`src/design/dradr_pkg.sv`:
```
// Shared constants and types for the display-RAM addressing command decoder.
// Assumes bytes arrive one at a time from the host interface front end.
package dradr_pkg;

   // ---------------------------------------------------------------
   // Opcodes and opcode fields
   // ---------------------------------------------------------------
   localparam logic [7:0] OP_MODE = 8'h20;
   localparam logic [7:0] OP_COLWIN = 8'h21;
   localparam logic [7:0] OP_PAGEWIN = 8'h22;
   localparam logic [3:0] GRP_COL_LO = 4'h0;
   localparam logic [3:0] GRP_COL_HI = 4'h1;
   localparam logic [4:0] GRP_PAGE = 5'h16;

   // ---------------------------------------------------------------
   // Field positions and widths
   // ---------------------------------------------------------------
   localparam int OPC_MSB = 7;
   localparam int NIB_W = 4;
   localparam int COL_W = 7;
   localparam int PAGE_W = 3;
   localparam int MODE_W = 2;

   // ---------------------------------------------------------------
   // Addressing modes and reset values
   // ---------------------------------------------------------------
   localparam logic [1:0] MODE_HORIZ = 2'h0;
   localparam logic [1:0] MODE_VERT = 2'h1;
   localparam logic [1:0] MODE_PAGE = 2'h2;
   localparam logic [1:0] MODE_BAD = 2'h3;
   localparam logic [1:0] RST_MODE = MODE_PAGE;
   localparam logic [3:0] RST_NIBBLE = 4'h0;
   localparam logic [6:0] RST_COL_START = 7'h00;
   localparam logic [6:0] RST_COL_END = 7'h7f;
   localparam logic [2:0] RST_PAGE_START = 3'h0;
   localparam logic [2:0] RST_PAGE_END = 3'h7;

   typedef enum logic [2:0] {
      OPC_NONE, OPC_COL_LO, OPC_COL_HI, OPC_MODE, OPC_COLWIN, OPC_PAGEWIN, OPC_PAGE
   } dradr_op_t;

   typedef enum {
      ST_IDLE, ST_MODE_ARG, ST_COL_START, ST_COL_END, ST_PAGE_START, ST_PAGE_END
   } dradr_state_t;

   typedef struct packed {
      logic [6:0] col_start;
      logic [6:0] col_end;
      logic [2:0] page_start;
      logic [2:0] page_end;
   } dradr_win_t;

   typedef struct packed {
      logic [3:0] col_hi;
      logic [3:0] col_lo;
      logic [2:0] page;
   } dradr_pgptr_t;

endpackage : dradr_pkg

```
`src/design/dradr_decode.sv`:
```
// Opcode classifier for the addressing command group.
// Assumes the byte is a command byte; the caller qualifies it.
`timescale 1ns/100ps
module dradr_decode (
   input wire logic [7:0] byte_i,
   output dradr_pkg::dradr_op_t op_o
);

   wire is_lo = (byte_i[dradr_pkg::OPC_MSB:dradr_pkg::NIB_W] == dradr_pkg::GRP_COL_LO);
   wire is_hi = (byte_i[dradr_pkg::OPC_MSB:dradr_pkg::NIB_W] == dradr_pkg::GRP_COL_HI);
   wire is_pg = (byte_i[dradr_pkg::OPC_MSB:dradr_pkg::PAGE_W] == dradr_pkg::GRP_PAGE);
   wire is_md = (byte_i == dradr_pkg::OP_MODE);
   wire is_cw = (byte_i == dradr_pkg::OP_COLWIN);
   wire is_pw = (byte_i == dradr_pkg::OP_PAGEWIN);

   assign op_o = is_lo ? dradr_pkg::OPC_COL_LO :
                 is_hi ? dradr_pkg::OPC_COL_HI :
                 is_md ? dradr_pkg::OPC_MODE :
                 is_cw ? dradr_pkg::OPC_COLWIN :
                 is_pw ? dradr_pkg::OPC_PAGEWIN :
                 is_pg ? dradr_pkg::OPC_PAGE : dradr_pkg::OPC_NONE;

endmodule : dradr_decode

```
`src/design/dradr_core.sv`:
```
// Addressing command decoder: addressing mode, write window, page pointer.
// Assumes one byte per valid cycle and a lock level from the command unit.
//
// What this block does
// - Opcodes 00h-0Fh load page-mode column low nibble.
// - Opcodes 10h-1Fh load page-mode column high nibble.
// - Both column nibbles are zero after reset.
// - Nibble commands take effect only in page mode.
// - 20h plus argument selects mode; 11b rejected.
// - 21h sets column start/end, reset 0/127.
// - 22h sets page start/end, reset 0/7.
// - Window commands take effect only horizontal/vertical.
// - Opcodes B0h-B7h set page-mode page start.
// - Locked interface ignores every addressing command.
`timescale 1ns/100ps
module dradr_core (
   input wire logic clock_i,
   input wire logic nrst_i,
   input wire logic byte_valid_i,
   input wire logic [7:0] byte_i,
   input wire logic dc_i,
   input wire logic lock_i,
   output logic [1:0] addr_mode_o,
   output dradr_pkg::dradr_win_t win_o,
   output dradr_pkg::dradr_pgptr_t pgptr_o,
   output logic arg_pending_o
);

   // ---------------------------------------------------------------
   // Byte qualification and decode
   // ---------------------------------------------------------------
   dradr_pkg::dradr_op_t op;
   dradr_pkg::dradr_state_t state_r, state_nxt;
   logic [1:0] mode_r, mode_nxt;
   dradr_pkg::dradr_win_t win_r, win_nxt;
   dradr_pkg::dradr_pgptr_t pg_r, pg_nxt;

   // Data bytes and bytes sent while locked are decoded but never taken.
   wire take = byte_valid_i & ~dc_i & ~lock_i;
   wire page_mode = (mode_r == dradr_pkg::MODE_PAGE);
   wire idle = (state_r == dradr_pkg::ST_IDLE);

   // Only the low bits of an argument count; bit 7 of a column lies outside 0..127.
   wire [dradr_pkg::NIB_W-1:0] arg_nib = byte_i[dradr_pkg::NIB_W-1:0];
   wire [dradr_pkg::COL_W-1:0] arg_col = byte_i[dradr_pkg::COL_W-1:0];
   wire [dradr_pkg::PAGE_W-1:0] arg_page = byte_i[dradr_pkg::PAGE_W-1:0];
   wire [dradr_pkg::MODE_W-1:0] arg_mode = byte_i[dradr_pkg::MODE_W-1:0];
   wire mode_ok = (arg_mode != dradr_pkg::MODE_BAD);

   dradr_decode dradr_decode_inst (
      .byte_i(byte_i),
      .op_o(op)
   );

   // ---------------------------------------------------------------
   // Next state and field updates
   // ---------------------------------------------------------------
   always_comb begin
      state_nxt = state_r;
      mode_nxt = mode_r;
      win_nxt = win_r;
      pg_nxt = pg_r;
      if (take) begin
         case (state_r)
            dradr_pkg::ST_IDLE: begin
               case (op)
                  dradr_pkg::OPC_COL_LO: begin
                     if (page_mode) pg_nxt.col_lo = arg_nib;
                  end
                  dradr_pkg::OPC_COL_HI: begin
                     if (page_mode) pg_nxt.col_hi = arg_nib;
                  end
                  dradr_pkg::OPC_PAGE: begin
                     if (page_mode) pg_nxt.page = arg_page;
                  end
                  dradr_pkg::OPC_MODE: begin
                     state_nxt = dradr_pkg::ST_MODE_ARG;
                  end
                  dradr_pkg::OPC_COLWIN: begin
                     state_nxt = dradr_pkg::ST_COL_START;
                  end
                  dradr_pkg::OPC_PAGEWIN: begin
                     state_nxt = dradr_pkg::ST_PAGE_START;
                  end
                  default: begin
                     state_nxt = dradr_pkg::ST_IDLE;
                  end
               endcase
            end
            dradr_pkg::ST_MODE_ARG: begin
               // An invalid selection keeps the current mode.
               if (mode_ok) mode_nxt = arg_mode;
               state_nxt = dradr_pkg::ST_IDLE;
            end
            dradr_pkg::ST_COL_START: begin
               // Page mode still consumes the arguments, so the byte stream stays aligned.
               if (!page_mode) win_nxt.col_start = arg_col;
               state_nxt = dradr_pkg::ST_COL_END;
            end
            dradr_pkg::ST_COL_END: begin
               if (!page_mode) win_nxt.col_end = arg_col;
               state_nxt = dradr_pkg::ST_IDLE;
            end
            dradr_pkg::ST_PAGE_START: begin
               if (!page_mode) win_nxt.page_start = arg_page;
               state_nxt = dradr_pkg::ST_PAGE_END;
            end
            dradr_pkg::ST_PAGE_END: begin
               if (!page_mode) win_nxt.page_end = arg_page;
               state_nxt = dradr_pkg::ST_IDLE;
            end
            default: begin
               state_nxt = dradr_pkg::ST_IDLE;
            end
         endcase
      end
   end

   // ---------------------------------------------------------------
   // Registers
   // ---------------------------------------------------------------
   always_ff @(posedge clock_i or negedge nrst_i) begin
      if (!nrst_i) begin
         state_r <= dradr_pkg::ST_IDLE;
         mode_r <= dradr_pkg::RST_MODE;
         win_r <= {dradr_pkg::RST_COL_START, dradr_pkg::RST_COL_END,
                   dradr_pkg::RST_PAGE_START, dradr_pkg::RST_PAGE_END};
         pg_r <= {dradr_pkg::RST_NIBBLE, dradr_pkg::RST_NIBBLE, dradr_pkg::RST_PAGE_START};
      end else begin
         state_r <= state_nxt;
         mode_r <= mode_nxt;
         win_r <= win_nxt;
         pg_r <= pg_nxt;
      end
   end

   assign addr_mode_o = mode_r;
   assign win_o = win_r;
   assign pgptr_o = pg_r;
   assign arg_pending_o = ~idle;

   // ---------------------------------------------------------------
   // Checks
   // ---------------------------------------------------------------
   // Marks the first clock edge after reset release.
   logic first_r;
   always_ff @(posedge clock_i or negedge nrst_i) begin
      if (!nrst_i) first_r <= 1'b1;
      else first_r <= 1'b0;
   end

   chk_reset_nibbles: assert property (@(posedge clock_i) disable iff (!nrst_i)
      first_r |-> (pgptr_o.col_lo == dradr_pkg::RST_NIBBLE
                   && pgptr_o.col_hi == dradr_pkg::RST_NIBBLE
                   && addr_mode_o == dradr_pkg::RST_MODE))
      else $error("nibbles or mode not at reset value");

   chk_low_nibble: assert property (@(posedge clock_i) disable iff (!nrst_i)
      (take && idle && page_mode && byte_i[7:4] == 4'h0)
      |=> (pgptr_o.col_lo == $past(byte_i[3:0]) && $stable(pgptr_o.col_hi)))
      else $error("low column nibble not loaded");

   chk_high_nibble: assert property (@(posedge clock_i) disable iff (!nrst_i)
      (take && idle && page_mode && byte_i[7:4] == 4'h1)
      |=> (pgptr_o.col_hi == $past(byte_i[3:0]) && $stable(pgptr_o.col_lo)))
      else $error("high column nibble not loaded");

   chk_nibble_gate: assert property (@(posedge clock_i) disable iff (!nrst_i)
      (!page_mode && idle) |=> $stable(pgptr_o))
      else $error("page pointer moved outside page mode");

   chk_mode_select: assert property (@(posedge clock_i) disable iff (!nrst_i)
      (take && byte_i == 8'h20 && idle) ##1 (take && byte_i[1:0] != 2'h3)
      |=> (addr_mode_o == $past(byte_i[1:0]) && arg_pending_o == 1'b0))
      else $error("mode argument not applied");

   chk_mode_invalid: assert property (@(posedge clock_i) disable iff (!nrst_i)
      (state_r == dradr_pkg::ST_MODE_ARG && take && byte_i[1:0] == 2'h3) |=> $stable(addr_mode_o))
      else $error("invalid mode was accepted");

   chk_col_window: assert property (@(posedge clock_i) disable iff (!nrst_i)
      (take && idle && byte_i == 8'h21 && !page_mode) ##1 take ##1 take
      |=> (win_o.col_start == $past(byte_i[6:0], 2) && win_o.col_end == $past(byte_i[6:0])))
      else $error("column window not applied");

   chk_page_window: assert property (@(posedge clock_i) disable iff (!nrst_i)
      (take && idle && byte_i == 8'h22 && !page_mode) ##1 take ##1 take
      |=> (win_o.page_start == $past(byte_i[2:0], 2) && win_o.page_end == $past(byte_i[2:0])))
      else $error("page window not applied");

   chk_window_gate: assert property (@(posedge clock_i) disable iff (!nrst_i)
      page_mode |=> $stable(win_o))
      else $error("window moved in page mode");

   chk_page_start: assert property (@(posedge clock_i) disable iff (!nrst_i)
      (take && idle && page_mode && byte_i[7:3] == 5'h16) |=> pgptr_o.page == $past(byte_i[2:0]))
      else $error("page start not loaded");

   chk_lock_ignore: assert property (@(posedge clock_i) disable iff (!nrst_i)
      lock_i |=> ($stable(addr_mode_o) && $stable(win_o) && $stable(pgptr_o)
                  && $stable(arg_pending_o)))
      else $error("locked interface changed state");

   chk_data_ignore: assert property (@(posedge clock_i) disable iff (!nrst_i)
      (byte_valid_i && dc_i) |=> ($stable(addr_mode_o) && $stable(win_o) && $stable(pgptr_o)
                                  && $stable(arg_pending_o)))
      else $error("display data byte changed addressing state");

   chk_arg_wait: assert property (@(posedge clock_i) disable iff (!nrst_i)
      (take && idle && (byte_i == 8'h20 || byte_i == 8'h21 || byte_i == 8'h22))
      |=> arg_pending_o)
      else $error("argument not awaited after opcode");

   chk_second_arg: assert property (@(posedge clock_i) disable iff (!nrst_i)
      (take && (state_r == dradr_pkg::ST_COL_START || state_r == dradr_pkg::ST_PAGE_START))
      |=> arg_pending_o)
      else $error("second window argument not awaited");

   chk_reset_win: assert property (@(posedge clock_i) disable iff (!nrst_i)
      first_r |-> (win_o.col_start == dradr_pkg::RST_COL_START
                   && win_o.col_end == dradr_pkg::RST_COL_END
                   && win_o.page_start == dradr_pkg::RST_PAGE_START
                   && win_o.page_end == dradr_pkg::RST_PAGE_END && !arg_pending_o))
      else $error("window not at reset value");

endmodule : dradr_core

```
`config.mk`:
```
export PLATFORM = sky130hd
export DESIGN_NAME = dradr_core
export DESIGN_NICKNAME = d
export VERILOG_FILES = /design/src/design/dradr_pkg.sv /design/src/design/dradr_decode.sv /design/src/design/dradr_core.sv
export SDC_FILE = /design/constraint.sdc
export NUM_CORES = 1
export LEC_CHECK = 0
export ABC_AREA = 1
export CAP_MARGIN = 20
export CORE_AREA = 2 2 61 52
export CTS_BUF_LIST = sky130_fd_sc_hd__clkbuf_16
export DETAILED_ROUTE_END_ITERATION = 6
export DIE_AREA = 0 0 63 54
export DONT_BUFFER_PORTS = 1
export GPL_TIMING_DRIVEN = 1
export PLACE_DENSITY = 0.73
export SLEW_MARGIN = 10
export SYNTH_ARGS = -nofsm -noshare
export SYNTH_HDL_FRONTEND = slang
export SYNTH_SLANG_ARGS = --single-unit
```
`constraint.sdc`:
```
create_clock -name clock_i -period 1.7 [get_ports clock_i]
set_input_delay 0.255 -clock clock_i [delete_from_list [all_inputs] [get_ports clock_i]]
set_output_delay 0.255 -clock clock_i [all_outputs]
set_load 0.01 [all_outputs]
```
Yosys cells after proc, flatten, opt, wreduce, memory -nomap -nowiden
Index checks and enable logic that the tools add are counted.
Word-level totals
  register bits after elaboration: 65
  bits of input ports: 13
  output and inout bits: 34
Operators by class
  eq/ne operators: 19
  muxes and demuxes: 8
  bitwise logic cells: 6
  reduce and logical (&&, ||, !) cells: 13
Operators by type and width (number)
  $pmux 32 s4: 1
  $pmux 32 s3: 1
  $eq 32x2->1 const B: 2
  $eq 32x3->1 const B: 2
  $logic_not 32->1: 2
  $eq 32x1->1 const B: 1
  $eq 8x6->1 const B: 3
  $mux 3: 6
  $reduce_and 3->1: 5
  $reduce_and 4->1: 3
  $eq 3x3->1 const B: 3
  $eq 3x2->1 const B: 2
  $eq 5x5->1 const B: 1
  $eq 4x1->1 const B: 1
  $logic_not 4->1: 1
  $ne 2x2->1 const B: 2
  $not 1->1: 4
  $eq 3x1->1 const B: 1
  $reduce_or 3->1: 1
  $and 1x1->1: 2
  $eq 2x2->1 const B: 1
  $reduce_and 2->1: 1

Logic depth before layout (Yosys ltp)
Gate-level depths: netlist of run 1.
  depth in word-level cells: 11
  mapped depth: 11

By module
Synthesis of run 1 repeated with hierarchy kept, for this count alone.
Unflattened totals
  cells, all modules: 208
  area total of the unflattened synthesis: 1724.2 µm²
Modules (own cells, without submodules)
  dradr_core: times used 1, cells each 178, area an instance 1604.0 µm², seq. area each 914.6 µm²
  dradr_decode: times used 1, cells each 30, area an instance 120.1 µm², seq. area each 0.0 µm²

Worst setup path after synthesis of run 1
OpenSTA, ideal clock, no wires.
  kind: register -> register
  from: reg mode_r[1] (netlist: addr_mode_o[1])
  to: reg win_r, in the netlist win_o[14]
  arrival: 1.187 ns
  required time: 1.568 ns
  path slack: 0.381 ns
  cell stages (with the launch flop): 7
  path buffers: 1
  clock period less this slack: 1.319 ns
  cell sequence: dfstp_2 > inv_1 > nor2_1 > nor2_4 > nand2_2 > buf_2 > o21ai_0
Between the ends
  longest elaborated chain between the ends: 3
RTL lines
  from (decl): line dradr_core.sv:34  | logic [1:0] mode_r, mode_nxt;
  from (signal assigned): line dradr_core.sv:125  | mode_r <= dradr_pkg::RST_MODE;
  from (signal assigned): line dradr_core.sv:131  | mode_r <= mode_nxt;
  $eq 2x2->1: line dradr_core.sv:40  | wire page_mode = (mode_r == dradr_pkg::MODE_PAGE);
  $not 1->1 (no source line)
  $reduce_and 3->1 (no source line)
  to (signal assigned): line dradr_core.sv:126  | win_r <= {dradr_pkg::RST_COL_START, dradr_pkg::RST_COL_END,
  to (signal assigned): line dradr_core.sv:132  | win_r <= win_nxt;
  to (decl): line dradr_core.sv:35  | dradr_pkg::dradr_win_t win_r, win_nxt;
No other way between the ends.
A chain may end at the register's enable or synchronous reset.

Worst setup path after layout of run 1
  from: reg mode_r[1] (netlist: addr_mode_o[1])
  to: reg pg_r, in the netlist pgptr_o[4]
Between the ends
  longest elaborated chain between the ends: 2
RTL lines
  $eq 2x2->1: line dradr_core.sv:40
  $reduce_and 4->1 (no source line)
  to (signal assigned): line dradr_core.sv:128  | pg_r <= {dradr_pkg::RST_NIBBLE, dradr_pkg::RST_NIBBLE, dradr_pkg::RST_PAGE_START};
  to (signal assigned): line dradr_core.sv:133  | pg_r <= pg_nxt;
  to (decl): line dradr_core.sv:36  | dradr_pkg::dradr_pgptr_t pg_r, pg_nxt;
No other way between the ends.

==> results.tsv, run 1 <==
stage	metric	value	unit
clock_tree	register clock-pin slew on the reported worst setup and hold paths	0.05	ns
finish	number of filler cells placed in the layout	254	
die	core area	0.00286	mm²
die	initial cell density of the core	0.559	
worst_setup_path	highest fanout seen on the critical path	8	
die	die footprint	0.00340	mm²
pwr	P per Cell Area	1320	mW/mm²
sta	final hold violations	0	
outcome	run status	complete, no violations	
clock_tree	TritonCTS clock tree	yes	
detailed_routing	wire length per cell	14.2	µm
sta	slew at the pin with the worst max-slew slack	0.433	ns
detailed_routing	Via Count	1210	
yosys	Post-Synth Simple-Gate Area	0.241	
yosys	post-synth cell types	20	
sta	worst hold slack across all endpoints	0.141	ns
sta	Slew HR	0.711	
sta	achievable frequency	0.662	GHz
clock_tree	setup fix buffers added after clock tree synthesis	0	
worst_setup_path	Startpoint Class	register	
flow_run	max-cap violations	0	
die	count of boundary I/O pins	47	
yosys	mux share of post-synthesis cell area	0	
sta	post-layout minimum cycle time	1.51	ns
finish	layout cell share with drive strength beyond 1	0.178	
finish	number of diodes	0	
clock_tree	clock network latency to the later pin of the worst-skew pair	0.27	ns
global_routing	Total GRT Usage	0.213	
worst_setup_path	required time worst endpoint	1.84	ns
hold_path	Tightest Hold Check Type	input port to register	
place	buffers added on ports	0	
hold_path	instance count along the most critical hold path	2	
detailed_routing	starting DRC count in detailed routing	74	
place	Place WS	0.152	ns
pwr	worst vdd ir	0.000922	V
global_routing	grt ovf	0	
place	DP Area	0.00165	mm²
yosys	adder and majority gate portion of the synthesized area	0	
sta	Final TNS setup	0	ns
die	chip width	63	µm
yosys	average size of a mapped cell	8.83	µm²
die	height of the die	54	µm
hold_path	launch instance of the worst min-delay path	byte_i[4]	
sta	final critical-path setup slack	0.189	ns
worst_setup_path	data arrival time of the worst path	1.66	ns
yosys	most used flip-flop cell after synthesis	sky130_fd_sc_hd__dfrtp_1	
finish	final layout net count	203	
detailed_routing	drc violations	0	
yosys	count of yosys warnings during synthesis	0	
clock_tree	sink count of the clock tree	36	
die	number of standard-cell rows in the floorplan	18	
worst_setup_path	type of destination of the critical path	register	
sta	count of endpoints failing setup in the final report	0	
global_routing	vias in the first global route	1092	
global_routing	maximum number of pins on one net before global-route repair	37	
detailed_routing	number of detailed-routing iterations run before antenna repair	4	
detailed_routing	mean number of vias per cell	5.24	
finish	Layout area overhead	13.8	%
yosys	Synth Area in XOR/XNOR	0	
hold_path	endpoint of the worst hold-timing path	win_o[10]	
sta	post-route fraction of the period consumed by the critical path	0.889	
place	gp weighted congestion	0.878	
worst_setup_path	Setup CP Type	register to register	
place	dpl hpwl	2400	µm
yosys	post-synthesis sequential element count	36	
worst_setup_path	worst reg2reg setup slack	0.19	ns
yosys	post-synthesis sequential area ratio	0.572	
clock_tree	H-Tree Level Count	2	
worst_setup_path	Crit Reg-Reg Startpoint	addr_mode_o[1]	
sta	final clock skew	0.00243	ns
detailed_routing	remaining antenna violation count after routing	0	
sta	setup repair after global routing missed its margin	false	
worst_setup_path	slowest library cell on the worst path	sky130_fd_sc_hd__dfstp_2	
worst_setup_path	endpoint of the worst register-to-register path	pgptr_o[4]	
detailed_routing	final WL	3290	µm
worst_setup_path	max incr delay on CP	0.57	ns
yosys	area fraction in compound gates after synthesis	0.134	
worst_setup_path	crit path cell chain	inv_1 -> nor2_1 -> nand4_1 -> nand2_1 -> o21ai_0	
yosys	Post-Synthesis Net Count	194	
global_routing	wire length of the first global-routing pass	5240	µm
finish	cell area after layout	0.00182	mm²
clock_tree	clock buffer depth	2	
yosys	number of standard cells after synthesis	181	
global_routing	antenna violations before repair	0	
pwr	leakage power total	0.847	nW
yosys	number of enable-type register cells in the synthesized netlist	0	
clock_tree	clk root buf	sky130_fd_sc_hd__clkbuf_16	
yosys	Mapped Area	0.00160	mm²
worst_setup_path	path depth of the worst reg2reg path	5	
yosys	dominant combinational cell family by area after synthesis	simple AND/OR/NAND/NOR gates	
sta	number of slew-limit violations in the final report	0	
clock_tree	number of buffers created by CTS	5	
yosys	Post-synth ARST share	1.00	
==> synthesized netlist by cell type (2+ instances only) <==
cell type | instances | area [µm²]
sky130_fd_sc_hd__nand3_1 | 8 | 40.0
sky130_fd_sc_hd__dfstp_2 | 11 | 289
sky130_fd_sc_hd__o21ai_1 | 3 | 15.0
sky130_fd_sc_hd__o21ai_2 | 7 | 61.3
sky130_fd_sc_hd__nor2_1 | 16 | 60.1
sky130_fd_sc_hd__o21ai_0 | 25 | 125
sky130_fd_sc_hd__buf_2 | 2 | 10.0
sky130_fd_sc_hd__inv_1 | 16 | 60.1
sky130_fd_sc_hd__dfrtp_1 | 25 | 626
sky130_fd_sc_hd__nand2_1 | 54 | 203
sky130_fd_sc_hd__nand4_1 | 5 | 31.3
==> state kept, by name, summed over array words and instances (netlist names) <==
signal and flops:
pgptr_o 11, addr_mode_o 2, state_r 3, win_o 20
==> report_power, final <==
group | switching (mW) | internal (mW)
Clock | 0.302 | 0.527
Combinational | 0.212 | 0.114
Sequential | 0.203 | 1.04
==> cells in the final DEF, fill, tap and decap left out, types with 2 or more instances in the layout <==
cell type                   Yosys  layout
sky130_fd_sc_hd__nand2_1       54      53
sky130_fd_sc_hd__o21ai_0       25      25
sky130_fd_sc_hd__dfrtp_1       25      25
sky130_fd_sc_hd__inv_1         16      18
sky130_fd_sc_hd__nor2_1        16      16
sky130_fd_sc_hd__dfstp_2       11      11
sky130_fd_sc_hd__nand3_1        8       8
sky130_fd_sc_hd__o21ai_2        7       7
sky130_fd_sc_hd__nand4_1        5       5
sky130_fd_sc_hd__clkbuf_16      0       5
sky130_fd_sc_hd__o21ai_1        3       3
sky130_fd_sc_hd__buf_4          0       3
sky130_fd_sc_hd__nand2_2        1       2
==> cell type report <==
type	instances	area, µm²	area share
clock buffer	5	125	0.0687
clock inverter	3	12.5	0.00687
inverter	17	63.8	0.0351
multi-input combinational	125	602	0.331
sequential	36	915	0.502
tap	40	50.0	0.0275
timing repair buffer	5	52.6	0.0289
==> worst max-delay path: cells and delay by family (launching register included) <==
kind,cells,cell delay [ns]
AO/OA/AOI/OAI,1,0.10
flip-flops,1,0.57
AND/OR/NAND/NOR,3,0.65
buffers and inverters,1,0.06
==> worst max-delay path by stage <==
| stage | cells past startpoint | slack [ns] | from | end |
|---|---|---|---|---|
| floorplan | 6 | 0.38 | addr_mode_o[1] | win_o[14] |
| global placement | 6 | 0.20 | dc_i | win_o[9] |
| detailed placement | 6 | 0.15 | dc_i | win_o[9] |
| CTS | 6 | 0.15 | state_r[0] | pgptr_o[4] |
| global route | 6 | 0.04 | state_r[2] | pgptr_o[4] |
| finish | 5 | 0.19 | addr_mode_o[1] | pgptr_o[4] |
==> routing by layer <==
layer / track usage / routed length, µm
met5: 0 / 0
met4: 0.104 / 59
met3: 0.0941 / 286
met2: 0.353 / 1520
met1: 0.240 / 1420
==> repair_timing <==
| item | in CTS | in global routing |
|---|---|---|
| resized for setup | 0 | 1 |
| setup endpoints to repair | 0 | 2 |
| endpoints found under the hold margin | 36 | 0 |
| hold buffers | 2 | 0 |
==> per-stage QoR <==
stage	instances	power [mW]	util
finish	231	2.40	0.636
CTS	231	2.43	0.636
global placement	221	1.54	0.577
global route	231	2.54	0.636
floorplan	181	1.46	-
detailed placement	221	1.56	0.577
==> logic make-up after synthesis <==
| logic type | after synthesis |
|---|---|
| buffers and inverters | 20 |
| AOI/OAI and AO/OA | 37 |
| DFF | 36 |
| and+or+nand+nor | 88 |
No activity file was read; power rests on OpenSTA's default activity.
==> run 2, diff against run 1 <==
--- a/config.mk
+++ b/config.mk
@@ -7,10 +7,10 @@
 export LEC_CHECK = 0
 export ABC_AREA = 1
 export CAP_MARGIN = 20
-export CORE_AREA = 2 2 61 52
+export CORE_AREA = 2 2 65 49
 export CTS_BUF_LIST = sky130_fd_sc_hd__clkbuf_16
 export DETAILED_ROUTE_END_ITERATION = 6
-export DIE_AREA = 0 0 63 54
+export DIE_AREA = 0 0 67 51
 export DONT_BUFFER_PORTS = 1
 export GPL_TIMING_DRIVEN = 1
 export PLACE_DENSITY = 0.73
==> run 2 against run 1 <==
Net effect:
- count of clock-buffer cells in the layout is the same
- final cell count shrank 0.43%
- setup slack lost 0.016 ns
- total power grew 0.66%
- combinational power grew 6%
- clock skew grew 0.0032 ns
- fmax shrank 1.1%
- first-iteration DRC count grew 41%
- non-clock buffer count grew 1
- critical path type unchanged
==> results.tsv, run 2 (synthesis gave the netlist of run 1 again) <==
stage	metric	value	unit
worst_setup_path	data arrival time of the worst path	1.72	ns
global_routing	antenna violations before repair	0	
detailed_routing	wire length per cell	15.0	µm
sta	final clock skew	0.00566	ns
die	die footprint	0.00342	mm²
sta	post-layout minimum cycle time	1.53	ns
worst_setup_path	type of destination of the critical path	register	
pwr	leakage power total	0.854	nW
flow_run	max-cap violations	0	
die	number of standard-cell rows in the floorplan	17	
finish	layout cell share with drive strength beyond 1	0.172	
die	core area	0.00289	mm²
clock_tree	clock network latency to the later pin of the worst-skew pair	0.28	ns
pwr	P per Cell Area	1330	mW/mm²
place	buffers added on ports	0	
global_routing	wire length of the first global-routing pass	5710	µm
finish	Layout area overhead	13.9	%
place	Place WS	0.110	ns
finish	final layout net count	204	
detailed_routing	Via Count	1265	
worst_setup_path	highest fanout seen on the critical path	14	
worst_setup_path	Setup CP Type	register to register	
finish	max reg flops	20	
sta	post-route fraction of the period consumed by the critical path	0.898	
global_routing	grt ovf	0	
sta	slew at the pin with the worst max-slew slack	0.451	ns
outcome	run status	complete, no violations	
sta	Slew HR	0.699	
hold_path	instance count along the most critical hold path	2	
detailed_routing	mean number of vias per cell	5.50	
global_routing	vias in the first global route	1220	
clock_tree	TritonCTS clock tree	yes	
detailed_routing	starting DRC count in detailed routing	104	
clock_tree	clk root buf	sky130_fd_sc_hd__clkbuf_16	
die	initial cell density of the core	0.553	
finish	total area of sequential cells	915	µm²
global_routing	Total GRT Usage	0.236	
detailed_routing	remaining antenna violation count after routing	0	
clock_tree	H-Tree Level Count	2	
finish	number of diodes	0	
worst_setup_path	required time worst endpoint	1.90	ns
finish	area of the multi-input gates	599	µm²
sta	setup repair after global routing missed its margin	false	
die	height of the die	51	µm
die	chip width	67	µm
finish	commonest cells after routing, fill and taps aside	54 x sky130_fd_sc_hd__nand2_1, 25 x sky130_fd_sc_hd__o21ai_0, 25 x sky130_fd_sc_hd__dfrtp_1	
sta	number of slew-limit violations in the final report	0	
sta	final hold violations	0	
hold_path	launch instance of the worst min-delay path	byte_i[4]	
finish	number of filler cells placed in the layout	251	
pwr	worst vdd ir	0.000696	V
die	count of boundary I/O pins	47	
place	gp weighted congestion	0.823	
detailed_routing	number of detailed-routing iterations run before antenna repair	4	
worst_setup_path	path depth of the worst reg2reg path	6	
clock_tree	clock buffer depth	2	
sta	final critical-path setup slack	0.173	ns
detailed_routing	drc violations	0	
global_routing	maximum number of pins on one net before global-route repair	37	
finish	most frequent standard cell in the layout excluding fill and tap cells	sky130_fd_sc_hd__nand2_1	
sta	achievable frequency	0.655	GHz
clock_tree	register clock-pin slew on the reported worst setup and hold paths	0.05	ns
detailed_routing	final WL	3450	µm
worst_setup_path	Startpoint Class	register	
clock_tree	setup fix buffers added after clock tree synthesis	0	
clock_tree	number of buffers created by CTS	5	
sta	worst hold slack across all endpoints	0.137	ns
worst_setup_path	worst reg2reg setup slack	0.17	ns
hold_path	Tightest Hold Check Type	input port to register	
sta	count of endpoints failing setup in the final report	0	
clock_tree	sink count of the clock tree	36	
worst_setup_path	endpoint of the worst register-to-register path	win_o[6]	
worst_setup_path	Crit Reg-Reg Startpoint	addr_mode_o[1]	
sta	Final TNS setup	0	ns
place	dpl hpwl	2470	µm
hold_path	endpoint of the worst hold-timing path	win_o[10]	
finish	core occupancy in the finished layout	0.630	
[run 2: layout make-up]
| type | instances | area share |
|---|---|---|
| sequential | 36 | 0.502 |
| timing repair buffer | 6 | 0.0330 |
| multi-input combinational | 125 | 0.329 |
| tap | 38 | 0.0261 |
| clock inverter | 3 | 0.00618 |
| clock buffer | 5 | 0.0687 |
| inverter | 17 | 0.0350 |
[run 2: critical path, stage by stage (launching register included)]
cell and delay [ns]:
sky130_fd_sc_hd__dfstp_2 0.56, sky130_fd_sc_hd__inv_1 0.06, sky130_fd_sc_hd__nor2_1 0.21, sky130_fd_sc_hd__nor2_4 0.09, sky130_fd_sc_hd__nand4_2 0.29, sky130_fd_sc_hd__nand2_1 0.15
sky130_fd_sc_hd__o21ai_2 0.09
[run 2: routing by layer]
layer  global-route usage  part of all wire
met1                0.300              0.44
met2                0.347              0.45
met3               0.0881             0.087
met4                0.129             0.020
met5                    0                 0
[run 2: worst max path at each step]
stage                         from         to  slack, ns  cells after the start
floorplan           addr_mode_o[1]  win_o[14]       0.38                      6
global placement              dc_i   win_o[9]       0.20                      6
detailed placement            dc_i   win_o[6]       0.11                      6
CTS                 addr_mode_o[1]   win_o[6]       0.16                      6
global route        addr_mode_o[1]   win_o[6]       0.07                      6
finish              addr_mode_o[1]   win_o[6]       0.17                      6
[run 2: through the flow]
stage | total power [mW] | instances | cell area (µm²)
after global placement | 1.55 | 220 | 1660
final | 2.42 | 230 | 1820
after floorplan | 1.46 | 181 | 1600
after global routing | 2.54 | 230 | 1820
after detailed placement | 1.57 | 220 | 1660
after CTS | 2.44 | 230 | 1820
[run 2: power breakdown]
part	total, mW	leakage [nW]	switching (mW)	internal [mW]
logic	0.344	0.321	0.217	0.126
clock network	0.832	0.0776	0.307	0.525
registers	1.24	0.455	0.199	1.04
total	2.42	0.854	0.724	1.69
[run 2: timing repair]
item,4_1_cts,5_1_grt
resized for setup,0,0
hold buffers,2,0
hold endpoints to repair,36,0
